**config.mk**
```make
export PLATFORM = sky130hd
export DESIGN_NAME = rifm_node_flat
export DESIGN_NICKNAME = d
export VERILOG_FILES = /design/src/design/rifm_pkg.sv /design/src/design/rifm_link_if.sv /design/src/design/rifm_node.sv /design/src/flat_wrapper.sv
export SDC_FILE = /design/constraint.sdc
export NUM_CORES = 1
export LEC_CHECK = 0
export ABC_AREA = 1
export BUFFER_PORTS_ARGS = -buffer_cell sky130_fd_sc_hd__buf_2
export CAP_MARGIN = 20
export CORE_MARGIN = 4
export CORE_UTILIZATION = 35
export CTS_BUF_LIST = sky130_fd_sc_hd__clkbuf_4 sky130_fd_sc_hd__clkbuf_8
export DETAILED_ROUTE_END_ITERATION = 8
export PLACE_DENSITY = 0.57
export SKIP_CTS_REPAIR_TIMING = 1
export SYNTH_ARGS = -nofsm -noshare
export SYNTH_HDL_FRONTEND = slang
export SYNTH_SLANG_ARGS = --single-unit
```
**constraint.sdc**
```tcl
create_clock -name i_ref_clk -period 3.7 [get_ports i_ref_clk]
set_clock_uncertainty 0.1 [all_clocks]
set_input_delay 0.555 -clock i_ref_clk [delete_from_list [all_inputs] [get_ports i_ref_clk]]
set_output_delay 0.555 -clock i_ref_clk [all_outputs]
set_load 0.02 [all_outputs]
```
**src/design/rifm_pkg.sv**
```systemverilog
// shared constants for the remote io field map framer
package rifm_pkg;
  // fieldbus io command code for asynchronous remote io update
  localparam logic [7:0] RIFM_CMD_IO_UPDATE = 8'h50;
  // frame byte numbers
  localparam logic [4:0] RIFM_B_CMD = 5'h01;
  localparam logic [4:0] RIFM_B_OPT0 = 5'h02;
  localparam logic [4:0] RIFM_B_OPT1 = 5'h03;
  localparam logic [4:0] RIFM_B_SLOT0 = 5'h07;
  localparam logic [4:0] RIFM_B_SLOT_LAST = 5'h16;
  localparam logic [4:0] RIFM_B_RADDR = 5'h17;
  localparam logic [4:0] RIFM_B_RCMD = 5'h19;
  localparam logic [4:0] RIFM_B_RDATA = 5'h1b;
  localparam logic [4:0] RIFM_B_LAST = 5'h1f;
  // trigger bit inside the low register command byte
  localparam int RIFM_REGISTER_TRIGGER_BIT = 6;
  // input word bit positions
  localparam int RIFM_IN_SEL0 = 0;
  localparam int RIFM_IN_FWD = 3;
  localparam int RIFM_IN_REV = 4;
  localparam int RIFM_IN_STOP = 5;
  localparam int RIFM_IN_BRAKE = 6;
  // output word bit positions
  localparam int RIFM_OUT_WARN = 6;
  localparam int RIFM_OUT_ALARM = 7;
  localparam int RIFM_OUT_BUSY = 8;
  localparam int RIFM_OUT_MOTION = 12;
  // node address boundary between eight and sixteen axis modes
  localparam logic [3:0] RIFM_ADDR_16AX = 4'h8;
  // line rate selector setting for the converter line rate
  localparam logic [3:0] RIFM_RATE_SEL_625K = 4'h7;
  // timing: one byte is ten line bits at the line rate
  localparam int RIFM_CLK_HZ = 20_000_000;
  localparam int RIFM_LINE_BPS = 625_000;
  localparam int RIFM_BITS_PER_BYTE = 10;
  localparam int RIFM_BYTE_CYCLES = RIFM_CLK_HZ / RIFM_LINE_BPS * RIFM_BITS_PER_BYTE;
  // reset values
  localparam logic [15:0] RIFM_WORD_RST = 16'h0000;
  localparam logic [7:0] RIFM_BYTE_RST = 8'h00;
endpackage : rifm_pkg

```
**src/design/rifm_link_if.sv**
```systemverilog
// byte strobe link between converter end and node end
`timescale 1ns/1ps
interface rifm_link_if;
  logic strb; // command byte strobe, one cycle
  logic [4:0] idx; // frame byte number
  logic [7:0] data; // command byte
  logic rsp_valid; // response byte strobe, one cycle
  logic [4:0] rsp_idx; // frame byte number answered
  logic [7:0] rsp_data; // response byte
  modport conv (output strb, idx, data, input rsp_valid, rsp_idx, rsp_data);
  modport node (input strb, idx, data, output rsp_valid, rsp_idx, rsp_data);
endinterface : rifm_link_if

```
**src/design/rifm_node.sv**
```systemverilog
// node end: picks its slot from the frame, decodes inputs, answers outputs
// Contract
// io update frames use command code 50h
// bytes 1-6 hold the frame header
// bytes 7-22 hold eight ascending two-byte slots
// bytes 23-30 register region, 31 reserved
// default input bit decode, bits 7-15 ignored
// select0 plus forward runs entry 1 speed
// address from rotary low, switch high bit
// integrator gives each node a unique address
// setting switches sampled only at power-up
// connection bit off selects converter control
// rate selector 7 means 625,000 bps
// termination switch on enables 120 ohm
// red error light on link fault
// converter applies enable change after power cycle
// eight-axis 16-bit word, sixteen-axis 8-bit word
// default output word bit layout
// unused inputs ignored, unused outputs low
`timescale 1ns/1ps
module rifm_node
  import rifm_pkg::*;
(
  input wire logic i_ref_clk, // system clock
  input wire logic i_rst_b, // asynchronous reset, power-up
  rifm_link_if.node link, // link to converter
  input wire logic [3:0] i_addr_rotary, // address rotary value
  input wire logic i_addr_high_bit, // address high switch
  input wire logic i_conn_device_select, // connection device switch
  input wire logic [3:0] i_rate_selector, // line rate selector
  input wire logic i_termination_enable, // termination switch
  input wire logic i_warning_flag, // drive warning
  input wire logic i_alarm_output, // drive alarm
  input wire logic i_system_busy, // drive busy
  input wire logic [3:0] i_motion_status, // alarm2, move, speed reached, torque limit
  output logic [2:0] o_op_select, // operation data select bits
  output logic o_forward_run, // forward run command
  output logic o_reverse_run, // reverse run command
  output logic o_stop_mode, // stop mode command
  output logic o_brake_release, // brake release command
  output logic o_cont_fwd_entry1, // continuous forward at entry 1 speed
  output logic o_termination_on, // 120 ohm termination enabled
  output logic o_converter_mode, // controlled by network converter
  output logic o_comm_err_led // red communication error light
);
  // limits the user of this end must know:
  // switches are read once, on the first edge after reset release
  // a wide word applies only when its high byte arrives
  // answers echo the command applied before this slot
  // the register region passes by untouched
  // whole node state
  typedef struct packed {
    logic cap; // switches captured
    logic [3:0] addr; // captured node address
    logic wide; // eight axis 16-bit mode
    logic conv; // converter mode
    logic term; // termination enable
    logic rate_ok; // line rate setting valid
    logic hdr_ok; // command code of current frame valid
    logic [7:0] lo; // low input byte pending
    logic [6:0] cmd; // decoded input bits 0-6
    logic rsp_valid; // response strobe
    logic [4:0] rsp_idx; // response byte number
    logic [7:0] rsp_data; // response byte
    logic err; // error light
  } rifm_node_t;

  // registered state and the value it takes at the next edge
  rifm_node_t cur;
  rifm_node_t next_cur;
  logic [15:0] out_word; // output word from drive status
  logic [4:0] slot_lo; // byte number of own low byte
  logic in_lo; // strobe on own low byte
  logic in_hi; // strobe on own high byte
  logic code_seen; // strobe on frame byte 1
  logic bad_code; // frame byte 1 with a wrong code

  // output word assembly
  always_comb
  begin
    // start from all low so unused bits never float
    out_word = RIFM_WORD_RST;
    // echoes, warning, alarm, busy, motion
    // echoes show the command already applied, not the one in flight
    out_word[5:0] = {cur.cmd[RIFM_IN_STOP], cur.cmd[RIFM_IN_REV], cur.cmd[RIFM_IN_FWD],
                     cur.cmd[2:0]};
    out_word[RIFM_OUT_WARN] = i_warning_flag;
    out_word[RIFM_OUT_ALARM] = i_alarm_output;
    // sixteen axis mode carries only bits 0-7
    // bits 9-11 and narrow high byte stay low
    // busy and motion only fit the wide word
    if (cur.wide)
    begin
      out_word[RIFM_OUT_BUSY] = i_system_busy;
      out_word[RIFM_OUT_MOTION +: 4] = i_motion_status;
    end
  end

  // slot position by address and mode
  always_comb
  begin
    // slots ascend from byte 7, two bytes each
    // wide nodes take two bytes per address, narrow ones a single byte
    if (cur.wide)
      slot_lo = RIFM_B_SLOT0 + {cur.addr[2:0], 1'b0};
    else
      slot_lo = RIFM_B_SLOT0 + {1'b0, cur.addr};
    // strobes on this node's own slot bytes
    in_lo = link.strb && cur.cap && (link.idx == slot_lo);
    in_hi = link.strb && cur.cap && cur.wide && (link.idx == slot_lo + 5'h01);
    // frame byte 1 and whether it carries a wrong code
    code_seen = link.strb && (link.idx == RIFM_B_CMD);
    bad_code = code_seen && (link.data != RIFM_CMD_IO_UPDATE);
  end

  // next state
  always_comb
  begin
    // hold everything unless a branch below changes it
    next_cur = cur;
    // answer strobe lasts one cycle
    next_cur.rsp_valid = 1'b0;
    // switches taken once after reset release only
    if (!cur.cap)
    begin
      // later switch moves are ignored until the next reset
      next_cur.cap = 1'b1;
      // rotary low nibble, switch as high bit
      next_cur.addr = {i_addr_high_bit, i_addr_rotary[2:0]} |
                      (i_addr_rotary[3] ? RIFM_ADDR_16AX : 4'h0);
      next_cur.addr = i_addr_high_bit ? {1'b1, i_addr_rotary[2:0]} | {i_addr_rotary[3], 3'h0}
                                      : i_addr_rotary;
      // addresses 8 and up run the narrow word
      next_cur.wide = !i_addr_high_bit && !i_addr_rotary[3];
      // switch off selects converter control
      next_cur.conv = !i_conn_device_select;
      // only selector 7 matches the converter rate
      next_cur.rate_ok = (i_rate_selector == RIFM_RATE_SEL_625K);
      // termination follows the switch
      next_cur.term = i_termination_enable;
    end
    // header byte 1 must carry the io update code
    if (link.strb && link.idx == RIFM_B_CMD)
      next_cur.hdr_ok = (link.data == RIFM_CMD_IO_UPDATE);
    // other header bytes carry nothing for the node
    // refused frames leave the command and the answers as they were
    if (cur.hdr_ok && cur.conv && cur.rate_ok)
    begin
      if (in_lo)
      begin
        // answer the low byte in the next cycle
        next_cur.rsp_valid = 1'b1;
        next_cur.rsp_idx = link.idx;
        next_cur.rsp_data = out_word[7:0];
        // narrow word applies on its single byte
        if (!cur.wide)
          next_cur.cmd = link.data[6:0];
        else
          next_cur.lo = link.data;
      end
      if (in_hi)
      begin
        // the high byte completes a wide word
        next_cur.rsp_valid = 1'b1;
        next_cur.rsp_idx = link.idx;
        next_cur.rsp_data = out_word[15:8];
        // bits 0-6 decoded, 7-15 ignored
        // unused input bits dropped here
        next_cur.cmd = cur.lo[6:0];
      end
    end
    // register region bytes 23-30 not acted on here
    // light on bad setting or wrong frame code
    // a wrong code stays lit until the next byte 1 is seen
    next_cur.err = cur.cap && (!cur.rate_ok || !cur.conv || bad_code ||
                   (cur.err && !code_seen));
  end

  // state register
  // a reset acts as a power cycle: switches are read again after it
  always_ff @(posedge i_ref_clk or negedge i_rst_b)
  begin
    if (!i_rst_b)
      cur <= '0;
    else
      cur <= next_cur;
  end

  // outputs from state
  // link answer
  assign link.rsp_valid = cur.rsp_valid;
  assign link.rsp_idx = cur.rsp_idx;
  assign link.rsp_data = cur.rsp_data;
  // decoded command bits
  assign o_op_select = cur.cmd[2:0];
  assign o_forward_run = cur.cmd[RIFM_IN_FWD];
  assign o_reverse_run = cur.cmd[RIFM_IN_REV];
  assign o_stop_mode = cur.cmd[RIFM_IN_STOP];
  assign o_brake_release = cur.cmd[RIFM_IN_BRAKE];
  // opposing run bits must not start the entry 1 forward run
  // select value 1 with forward runs entry 1
  assign o_cont_fwd_entry1 = (cur.cmd[2:0] == 3'h1) && cur.cmd[RIFM_IN_FWD] &&
                             !cur.cmd[RIFM_IN_REV];
  // settings taken at power-up, and the error light
  assign o_termination_on = cur.term;
  assign o_converter_mode = cur.conv;
  assign o_comm_err_led = cur.err;
endmodule : rifm_node

```
**src/flat_wrapper.sv**
```systemverilog
// flat-port wrapper written by rule: the top's interface ports become plain ports
module rifm_node_flat import rifm_pkg::*;
  (i_ref_clk, i_rst_b, i_addr_rotary, i_addr_high_bit, i_conn_device_select, i_rate_selector, i_termination_enable, i_warning_flag, i_alarm_output, i_system_busy, i_motion_status, o_op_select, o_forward_run, o_reverse_run, o_stop_mode, o_brake_release, o_cont_fwd_entry1, o_termination_on, o_converter_mode, o_comm_err_led, link_strb, link_idx, link_data, link_rsp_valid, link_rsp_idx, link_rsp_data);
  rifm_link_if link_i ();
  input wire logic i_ref_clk;
  input wire logic i_rst_b;
  input wire logic [3:0] i_addr_rotary;
  input wire logic i_addr_high_bit;
  input wire logic i_conn_device_select;
  input wire logic [3:0] i_rate_selector;
  input wire logic i_termination_enable;
  input wire logic i_warning_flag;
  input wire logic i_alarm_output;
  input wire logic i_system_busy;
  input wire logic [3:0] i_motion_status;
  output logic [2:0] o_op_select;
  output logic o_forward_run;
  output logic o_reverse_run;
  output logic o_stop_mode;
  output logic o_brake_release;
  output logic o_cont_fwd_entry1;
  output logic o_termination_on;
  output logic o_converter_mode;
  output logic o_comm_err_led;
  input wire logic [$bits(link_i.strb)-1:0] link_strb;
  input wire logic [$bits(link_i.idx)-1:0] link_idx;
  input wire logic [$bits(link_i.data)-1:0] link_data;
  output wire logic [$bits(link_i.rsp_valid)-1:0] link_rsp_valid;
  output wire logic [$bits(link_i.rsp_idx)-1:0] link_rsp_idx;
  output wire logic [$bits(link_i.rsp_data)-1:0] link_rsp_data;
  assign link_i.strb = link_strb;
  assign link_i.idx = link_idx;
  assign link_i.data = link_data;
  assign link_rsp_valid = link_i.rsp_valid;
  assign link_rsp_idx = link_i.rsp_idx;
  assign link_rsp_data = link_i.rsp_data;
  rifm_node u_core (.i_ref_clk(i_ref_clk), .i_rst_b(i_rst_b), .link(link_i), .i_addr_rotary(i_addr_rotary), .i_addr_high_bit(i_addr_high_bit), .i_conn_device_select(i_conn_device_select), .i_rate_selector(i_rate_selector), .i_termination_enable(i_termination_enable), .i_warning_flag(i_warning_flag), .i_alarm_output(i_alarm_output), .i_system_busy(i_system_busy), .i_motion_status(i_motion_status), .o_op_select(o_op_select), .o_forward_run(o_forward_run), .o_reverse_run(o_reverse_run), .o_stop_mode(o_stop_mode), .o_brake_release(o_brake_release), .o_cont_fwd_entry1(o_cont_fwd_entry1), .o_termination_on(o_termination_on), .o_converter_mode(o_converter_mode), .o_comm_err_led(o_comm_err_led));
endmodule
```
## Word-level counts from Yosys, hierarchy flattened

Index checks and enable logic that the tools add are counted.

| storage, ports and cells | value |
|---|---|
| flip-flop bits (word level) | 39 |
| output and inout port bits | 25 |
| word-level logic and storage cells | 60 |

| operators by class | value |
|---|---|
| add/subtract/negate cells | 3 |
| equality and inequality tests | 8 |
| multiplexer cells | 8 |
| bitwise logic cells | 1 |
| reduce and logical (&&, ||, !) cells | 27 |

Operators by type and width:

| operator | number |
|---|---|
| $mux 21 | 2 |
| $mux 14 | 1 |
| $logic_and 1x1->1 | 13 |
| $add 3x4->5 const A | 2 |
| $eq 5x5->1 | 2 |
| $eq 8x7->1 const B | 1 |
| $mux 4 | 2 |
| $ne 8x7->1 const B | 1 |
| $logic_not 1->1 | 7 |
| $mux 7 | 1 |
| $reduce_and 3->1 | 2 |
| $add 5x1->5 const B | 1 |
| $eq 5x1->1 const B | 1 |
| $mux 5 | 1 |
| $eq 4x3->1 const B | 1 |
| $or 4x4->4 | 1 |
| $eq 3x1->1 const B | 1 |
| $logic_or 1x1->1 | 3 |
| $ne 2x2->1 const B | 1 |
| $reduce_and 2->1 | 1 |
| $reduce_bool 2->1 | 1 |
| $mux 1 | 1 |

## Logic depth before layout (Yosys ltp)

Gate-level depths: netlist of run 1.

| logic depth | value |
|---|---|
| depth after elaboration | 7 |
| depth in mapped cells | 16 |
| gate-level depth less buffers | 15 |

## Worst setup path after synthesis of run 1

Ideal clock, no wire load.

| path | value |
|---|---|
| kind | register to register |
| from | register u_core.cur[35] in the netlist's numbering |
| to | register u_core.cur, in the netlist u_core.o_brake_release |
| setup time | 0.117 ns |
| arrival | 1.828 ns |
| required time | 3.483 ns |
| setup slack | 1.655 ns |
| cell stages (with the launch flop) | 13 |
| buffers on the path | 1 |
| period minus slack after synthesis | 2.045 ns |
| path through | dfrtp_1 > inv_1 > ha_1 > or2_0 > nand3_1 > nand2_1 > nand2_1 > nand3_1 > nor2_4 > nand3_2 > buf_2 > nand3_1 > nand2_1 |

| between the ends | value |
|---|---|
| word-level cells in the longest chain between the ends | 7 |
| elaborated cells between the ends (all ways) | 12 |
| those cells by class | 3 x add/sub; 3 x eq/ne; 2 x mux; 4 x reduce/logical |

RTL lines:

| what | line | text |
|---|---|---|
| start, declared | rifm_node.sv:69 | `rifm_node_t cur;` |
| start signal, assigned | rifm_node.sv:186 | `cur <= next_cur;` |
| $add 3x4->5 (on tied branches) | rifm_node.sv:107, rifm_node.sv:105 |  |
| $mux 5 (*) | rifm_node.sv:104 | `if (cur.wide)` |
| $add 5x1->5 | rifm_node.sv:110 | `in_hi = link.strb && cur.cap && cur.wide && (link.idx == slot_lo + 5'h01);` |
| $eq 5x5->1 | rifm_node.sv:110 |  |
| $logic_and 1x1->1 | rifm_node.sv:110 |  |
| $ne 2x2->1 (no source line) / $reduce_bool 2->1 (equally long branches) | n/a |  |
| $reduce_and 3->1 (no source line) | n/a |  |

Every way passes the cells marked *; elsewhere a longest branch is shown, timed or not.
A chain may end at the register's enable or synchronous reset.

## Worst setup path in the final report of run 1

| path | value |
|---|---|
| from | register u_core.cur[35] in the netlist's numbering |
| to | register u_core.cur, in the netlist u_core.link.rsp_data[5] |

| between the ends | value |
|---|---|
| word-level cells in the longest chain between the ends | 7 |
| elaborated cells between the ends (all ways) | 11 |
| those cells by class | 3 x add/sub; 2 x eq/ne; 2 x mux; 4 x reduce/logical |

RTL lines:

| what | line |
|---|---|
| $add 3x4->5 (on tied branches) | rifm_node.sv:107, rifm_node.sv:105 |
| $mux 5 (*) | rifm_node.sv:104 |
| $add 5x1->5 | rifm_node.sv:110 |
| $eq 5x5->1 | rifm_node.sv:110 |
| $logic_and 1x1->1 | rifm_node.sv:110 |
| $reduce_bool 2->1 (no source line) | n/a |
| $reduce_and 2->1 (no source line) | n/a |

Marked as above.

==> reports/metrics.yaml, run 1 <==
synthFlopType: "dfrtp_1"
fin_crit_sh_pct: 80.8
report.final.slew_viol_count: 0
drv_cap: 0
grt_max_degree: 40
die_w_um: 89.0
synth_edf_count: 0
cts_root_buf: "clkbuf_8"
grt_pass1_vias: 1973
slew_headroom_pct: 42.6
yosysTopAreaCellShare_pct: 42.5
setup_viol: 0
cellPowerDensity_nw_per_um2: 351
critPathBufInv: 3
synth_area_leaders: "dfrtp_1 43%, nand2_1 16%, nand3_1 14%"
cp_cell_sequence: "inv_1, ha_1, nand2_1, nand2_1, inv_1, nand3_2, inv_2, nand2_1, nand2_1, nand2_1, nor2_4, nand3_2, nand2_1, nand3_1, nand2_1"
cp-start-kind: "flop"
drive_above_1_share_pct: 22.9
core_um2: 6350
wl_per_cell_um: 13.0
htreeDepth: 2
drt_pass1_iterations: 4
crit_type: "reg2reg"
critPathMaxStageDelay_ps: 430
fin_tns_setup_ps: 0
grt_usage_pct: 14.7
via_per_inst: 4.85
crit_family: "simple AND/OR/NAND/NOR gates"
antenna_left: 0
postSynthAreaPerCell_um2: 7.62
yosysMostFrequentCell: "nand2_1"
fin_crit_ps: 2990
yosysUniqueCellTypes: 31
async_flop_share_pct: 100
cts_buffers: 5
finalWirelength_um: 5420
netlist_area_um2: 2290
final-hold-violation-count: 0
synthCells: 301
start_util_pct: 36.1
grt_pass1_wl_um: 9120
worst_pin_slew_ps: 862
cts_tree: "yes"
gp_congestion: 0.788
synth_common_cells: "97 x nand2_1, 65 x nand3_1, 39 x dfrtp_1"
std_cell_rows: 29
dieArea_um2: 7920
cts.sinks: 39
drt_iter0_drc: 123
antenna_found_initial: 0
gr-total-overflow: 0
stdcell_count: 417
yosysWarnings: 0
nets: 374
place_inst: 409
rsz0062_at_grt: "false"
crit_fanout: 22
cts_buffer_depth: 2
post-dp-hpwl_um: 4180
max-vdd-ir-drop_mv: 0.168
syn_nets: 336
cp.required_ps: 3830
ys_seq_area_share_pct: 42.5
outcome: "finished, final reports clean"
worstSetupEndpointType: "flop"
die_y_um: 89.0
synth_area_leader_cell: "dfrtp_1"
max_freq_mhz: 334
via_count: 2021
worstHoldPathType: "in2async"
clk_pin_slew_worst_paths_ps: 70
synth-seq-cells: 39
antenna_cells: 0
port_buffers: 58
io_pins: 59
p_leak_nw: 1.51
syn2layout_area_growth_pct: 13.2
drcViolationCount: 0
power_mw: 0.911
cp.arrival_ps: 3120
clk_latency_ps: 290
crit_slowest_cell: "dfrtp_1"
path_common_cell: "nand2_1"
## sequential cells by signal (all words and copies together) (netlist names)
signal / cells
u_core.o_forward_run: 1
u_core.link.rsp_idx: 5
u_core.link.rsp_data: 8
u_core.o_reverse_run: 1
u_core.o_converter_mode: 1
u_core.o_brake_release: 1
u_core.o_comm_err_led: 1
u_core.o_termination_on: 1
u_core.o_stop_mode: 1
u_core.cur: 15
u_core.o_op_select: 3
u_core.link.rsp_valid: 1
## worst register-to-register path: cells and delay by family, from the launching register on
kind	cells	cell delay, ps
buffers and inverters	3	270
adder cells (fa/ha/maj)	1	340
flip-flops	1	430
AND/OR/NAND/NOR	11	1790
## power breakdown
group          internal (mW)  total, mW  switching, mW
logic                 0.0450      0.143         0.0978
clock network          0.178      0.323          0.145
registers              0.434      0.446         0.0113
total                  0.657      0.911          0.254
## metrics by stage
step / setup WS (ps) / utilization (%) / instance area, um^2 / hold slack (ps)
2_1_floorplan: 1650 / - / 2290 / 159
3_3_place_gp: 884 / 39.3 / 2490 / 350
3_5_place_dp: 747 / 39.3 / 2490 / 352
4_1_cts: 723 / 40.9 / 2600 / 311
5_1_grt: 368 / 40.9 / 2600 / 348
6_report: 710 / 40.9 / 2600 / 273
## kinds of logic after synthesis
logic type / Yosys count / share of synthesized area, %
compound gates: 14 / 3.33
fa+ha+maj: 1 / 0.545
flops: 39 / 42.5
buf+inv: 48 / 11.6
mux: 1 / 0.491
xor+xnor: 3 / 1.15
other cells: 1 / 0.163
simple gates: 194 / 40.2
## metal layers
| layer | part of all wire (%) | vias to the layer above | global-route usage (%) |
|---|---|---|---|
| met4 | 1.0 | 0 | 4.19 |
| met5 | 0 | - | 0 |
| met3 | 5.0 | 5 | 2.67 |
| met2 | 46 | 46 | 22.9 |
| li1 | - | 1046 | - |
| met1 | 48 | 924 | 20.9 |
## cells in the final DEF, fill, tap and decap left out, drive strengths merged
| cell type | netlist | routed |
|---|---|---|
| nand2 | 99 | 99 |
| nand3 | 68 | 68 |
| buf | 26 | 58 |
| dfrtp | 39 | 39 |
| inv | 20 | 20 |
| nand3b | 13 | 13 |
| o21ai | 11 | 11 |
| clkbuf | 1 | 8 |
| nor2 | 8 | 8 |
| xor2 | 2 | 2 |
| nor4 | 2 | 2 |
| nand4 | 2 | 2 |
| or2 | 1 | 1 |
| nor3 | 1 | 1 |
| a21oi | 1 | 1 |
| xnor2 | 1 | 1 |
| o2111ai | 1 | 1 |
| clkinv | 1 | 1 |
| mux2 | 1 | 1 |
| o21a | 1 | 1 |
| ha | 1 | 1 |
| conb | 1 | 1 |
## area by class of cell
type,instances,area [um^2]
fill,693,3750
clock buffer,8,104
tap,77,96.3
multi-input combinational,214,1050
sequential,39,976
timing repair buffer,58,290
inverter,21,80.1
## final timing paths
| path | start | to | slack [ps] | depth (start not counted) |
|---|---|---|---|---|
| max reg2reg | u_core.cur[35] | u_core.link.rsp_data[5] | 710 | 15 |
| max | u_core.cur[35] | u_core.link.rsp_data[5] | 710 | 15 |
| min reg2reg | u_core.cur[23] | u_core.cur[23] | 370 | 2 |
| max in group asynchronous | i_rst_b | u_core.cur[35] | 2690 | 1 |
| min in group i_ref_clk | i_rate_selector[3] | u_core.cur[31] | 350 | 2 |
| min | i_rst_b | u_core.link.rsp_data[2] | 270 | 1 |
(Power assumes the default switching activity.)
==> inputs of run 2 (changes only) <==
ABC_AREA = 0   (was 1)
PLACE_DENSITY = 0.59   (was 0.57)
clock period = 2.6 ns   (was 3.7 ns; I/O delays follow)
==> reports/metrics.yaml, run 2 <==
outcome: "finished, violations left"
violations: "setup timing"
clk_latency_ps: 290
cts_buffers: 5
regMostFlops: "u_core.cur"
cp.required_ps: 2680
grt_pass1_wl_um: 8340
std_cell_rows: 28
worst_pin_slew_ps: 881
syn_nets: 248
antenna_left: 0
grt_pass1_vias: 1712
layout_common_cells: "58 x buf_2, 39 x dfrtp_1, 33 x buf_4"
wl_per_cell_um: 14.4
gp_congestion: 0.774
fin_area_um2: 3020
largest_reg_flops: 15
die_w_um: 88.2
cts_buffer_depth: 2
max-vdd-ir-drop_mv: 0.274
antenna_cells: 0
drive_above_1_share_pct: 54.1
nets: 326
drt_iter0_drc: 106
crit_fanout: 6
power_mw: 1.57
yosysUniqueCellTypes: 57
max_freq_mhz: 359
core_um2: 6100
yosysWarnings: 0
worstSetupEndpointType: "flop"
drcViolationCount: 0
async_flop_share_pct: 100
report.final.slew_viol_count: 0
synthFlopType: "dfrtp_1"
yosysTopAreaCellShare_pct: 43.4
cts_tree: "yes"
fin_crit_ps: 2790
drv_cap: 0
synth_edf_count: 0
p_leak_nw: 1.47
setup_viol: 20
synthCells: 213
yosysMostFrequentCell: "dfrtp_1"
cellPowerDensity_nw_per_um2: 518
ys_seq_area_share_pct: 43.4
clk_pin_slew_worst_paths_ps: 80
pre_cts_ws_ps: -241
synth_common_cells: "39 x dfrtp_1, 17 x buf_4, 15 x inv_1"
netlist_area_um2: 2250
cts.sinks: 39
synth_area_leaders: "dfrtp_1 43%, mux2_2 6.0%, buf_4 5.7%"
rrSetupSlack_ps: -190
port_buffers: 58
finalWirelength_um: 5280
gr-total-overflow: 0
cp-start-kind: "flop"
postSynthAreaPerCell_um2: 10.6
start_util_pct: 36.9
dieArea_um2: 7780
fin_crit_sh_pct: 107
via_count: 1847
post-dp-hpwl_um: 4020
fillers: 605
via_per_inst: 5.03
die_y_um: 88.2
final_common_cell: "buf_2"
drt_pass1_iterations: 4
slew_headroom_pct: 41.2
worstHoldPathType: "in2async"
grt_max_degree: 40
syn2layout_area_growth_pct: 34.4
cp.arrival_ps: 2870
rsz0062_at_grt: "true"
final-hold-violation-count: 0
htreeDepth: 2
finalWorstSetupSlack_ps: -186
cts_root_buf: "clkbuf_8"
synth_area_leader_cell: "dfrtp_1"
antenna_found_initial: 0
synth-seq-cells: 39
crit_type: "reg2reg"
io_pins: 59
grt_usage_pct: 13.9
placed_area_um2: 2750
==> run 2: kinds of logic after synthesis <==
| group | share of synthesized area, % |
|---|---|
| buf+inv | 10.4 |
| xor+xnor | 1.56 |
| mux | 9.78 |
| simple gates | 17.2 |
| other cells | 0.167 |
| fa+ha+maj | 0.556 |
| flops | 43.4 |
| compound gates | 17.0 |
==> run 2: report_power, final <==
part | total, mW | internal, mW | switching, mW
registers | 0.670 | 0.639 | 0.0307
logic | 0.379 | 0.193 | 0.187
clock network | 0.516 | 0.286 | 0.230
==> run 2: area by class of cell <==
| cell class | instances | area (um^2) | area share [%] |
|---|---|---|---|
| sequential | 39 | 976 | 32.3 |
| timing repair buffer | 94 | 576 | 19.0 |
| clock inverter | 3 | 43.8 | 1.45 |
| clock buffer | 5 | 68.8 | 2.28 |
| multi-input combinational | 136 | 1210 | 40.0 |
| inverter | 15 | 56.3 | 1.86 |
| tap | 75 | 93.8 | 3.10 |
==> run 2: path summary, 6_finish.rpt <==
| kind | cells past startpoint | start | end |
|---|---|---|---|
| max | 7 | u_core.cur[34] | u_core.link.rsp_idx[4] |
| min | 1 | i_rst_b | u_core.cur[36] |
| max reg2reg | 7 | u_core.cur[34] | u_core.link.rsp_idx[4] |
| min reg2reg | 1 | u_core.link.rsp_data[6] | u_core.link.rsp_data[6] |
| max in group asynchronous | 1 | i_rst_b | u_core.link.rsp_data[1] |
| min in group i_ref_clk | 2 | i_conn_device_select | u_core.o_converter_mode |
==> run 2: per-layer routing <==
layer,vias up,track usage [%],part of all wire [%]
met2,40,20.9,47
met1,887,19.4,47
met5,-,0,0
met4,0,4.53,1.3
li1,914,-,-
met3,6,3.57,5.3
==> run 2: critical path, stage by stage (launching register included) <==
cell      delay (ps)
dfrtp_1          420
or4b_1           510
a21o_1           210
and3_4           150
or4b_4           540
a211oi_4         240
a31o_4           190
mux2_4           310
==> run 2: through the flow <==
| step | util [%] | hold slack (ps) | instances | setup TNS [ps] |
|---|---|---|---|---|
| 4_1_cts | 47.0 | 137 | 364 | -4720 |
| 3_3_place_gp | 45.2 | 365 | 356 | -3500 |
| 3_5_place_dp | 45.2 | 365 | 356 | -4260 |
| 5_1_grt | 49.6 | 149 | 367 | -4120 |
| 2_1_floorplan | - | -5.59 | 213 | -2300 |
| 6_report | 49.6 | 110 | 367 | -2320 |
==> inputs of run 3 (changes only) <==
BUFFER_PORTS_ARGS = default   (was -buffer_cell sky130_fd_sc_hd__buf_2)
CORE_UTILIZATION = 53   (was 35)
DONT_BUFFER_PORTS = 1   (was default)
PLACE_DENSITY = 0.71   (was 0.59)
==> reports/metrics.yaml, run 3 (synthesis results as in run 2) <==
outcome: "finished, violations left"
gr-total-overflow: 0
via_per_inst: 5.91
htreeDepth: 2
place_inst: 269
via_count: 1662
gp_congestion: 0.856
antenna_found_initial: 0
cp.arrival_ps: 2850
nets: 265
fillers: 338
dieArea_um2: 5350
report.final.slew_viol_count: 0
pre_cts_ws_ps: -229
max-vdd-ir-drop_mv: 0.398
layout_common_cells: "39 x dfrtp_1, 29 x buf_4, 12 x nor2_1, 12 x inv_1, 12 x mux2_2"
finalWirelength_um: 4800
regMostFlops: "u_core.cur"
syn2layout_area_growth_pct: 14.7
final_common_cell: "dfrtp_1"
io_pins: 59
wl_per_cell_um: 17.1
worstHoldPathType: "in2reg"
cellPowerDensity_nw_per_um2: 541
max_freq_mhz: 360
cts_buffers: 5
cts_buffer_depth: 2
placed_area_um2: 2390
grt_pass1_vias: 1688
drt_pass1_iterations: 5
std_cell_rows: 23
violations: "setup timing"
largest_reg_flops: 15
p_leak_nw: 1.14
drv_cap: 0
fin_tns_setup_ps: -1820
finalWorstSetupSlack_ps: -175
cp.required_ps: 2680
stdcell_count: 281
fin_area_um2: 2580
grt_pass1_wl_um: 7860
cts.sinks: 39
grt_usage_pct: 18.9
port_buffers: 0
clk_latency_ps: 290
clk_pin_slew_worst_paths_ps: 70
core_um2: 4060
drt_iter0_drc: 81
drive_above_1_share_pct: 36.8
setup_viol: 20
final-hold-violation-count: 0
cts_tree: "yes"
post-dp-hpwl_um: 3690
rrSetupSlack_ps: -170
worstSetupEndpointType: "flop"
grt_max_degree: 40
drcViolationCount: 0
antenna_left: 0
cp-start-kind: "flop"
crit_fanout: 6
antenna_cells: 0
fin_crit_sh_pct: 107
rsz0062_at_grt: "true"
crit_type: "reg2reg"
fin_crit_ps: 2770
cts_root_buf: "clkbuf_8"
die_y_um: 73.2
die_w_um: 73.2
start_util_pct: 55.5
power_mw: 1.40
[run 3: changes by cell type in the layout (fill, tap and decap cells not counted), moves of 5 or more]
cell,change
nor3_1,+7
nor3_4,-5
a211oi_2,-5
buf_2,-58
a211oi_1,+5
[run 3: path summary, 6_finish.rpt]
path / start / end / depth (start not counted)
min in group asynchronous: i_rst_b / u_core.link.rsp_idx[1] / 2
max reg2reg: u_core.cur[35] / u_core.link.rsp_idx[3] / 7
min reg2reg: u_core.cur[26] / u_core.cur[26] / 1
max in group asynchronous: i_rst_b / u_core.cur[34] / 2
min: i_conn_device_select / u_core.o_converter_mode / 1
max: u_core.cur[35] / u_core.link.rsp_idx[3] / 7
[run 3: cell type report]
| type | instances | area [um^2] | area share (%) |
|---|---|---|---|
| multi-input combinational | 136 | 1130 | 43.7 |
| sequential | 39 | 976 | 37.8 |
| timing repair buffer | 33 | 270 | 10.5 |
| clock buffer | 7 | 83.8 | 3.25 |
| tap | 50 | 62.6 | 2.42 |
| inverter | 15 | 56.3 | 2.18 |
| clock inverter | 1 | 5.00 | 0.194 |
[run 3: through the flow]
step / hold slack, ps / util (%)
floorplan: -5.59 / -
global placement: -4.38 / 58.9
detailed placement: -4.48 / 58.9
CTS: -320 / 61.1
global route: 73.3 / 63.6
finish: 79.7 / 63.6
[run 3: worst max-delay path, cell delays in order, from the launching register on]
cell      delay [ps]
dfrtp_1          420
or4b_1           510
a21o_1           200
and3_4           150
or4b_4           540
a211oi_4         250
a31o_4           190
mux2_4           310
[run 3: routing by layer]
layer  GRT usage, %  part of all wire, %  routed length, um  vias to the layer above
met2           30.2                   47               2250                       64
met4           5.53                  1.5                 71                        0
met1           24.4                   43               2080                      799
li1               -                    -                  -                      788
met3           6.34                  8.3                400                       11
met5              0                    0                  0                        -
[run 3: power by group]
| part | total (mW) | switching [mW] | internal, mW |
|---|---|---|---|
| Clock | 0.408 | 0.199 | 0.209 |
| Combinational | 0.288 | 0.135 | 0.153 |
| Sequential | 0.700 | 0.0603 | 0.640 |
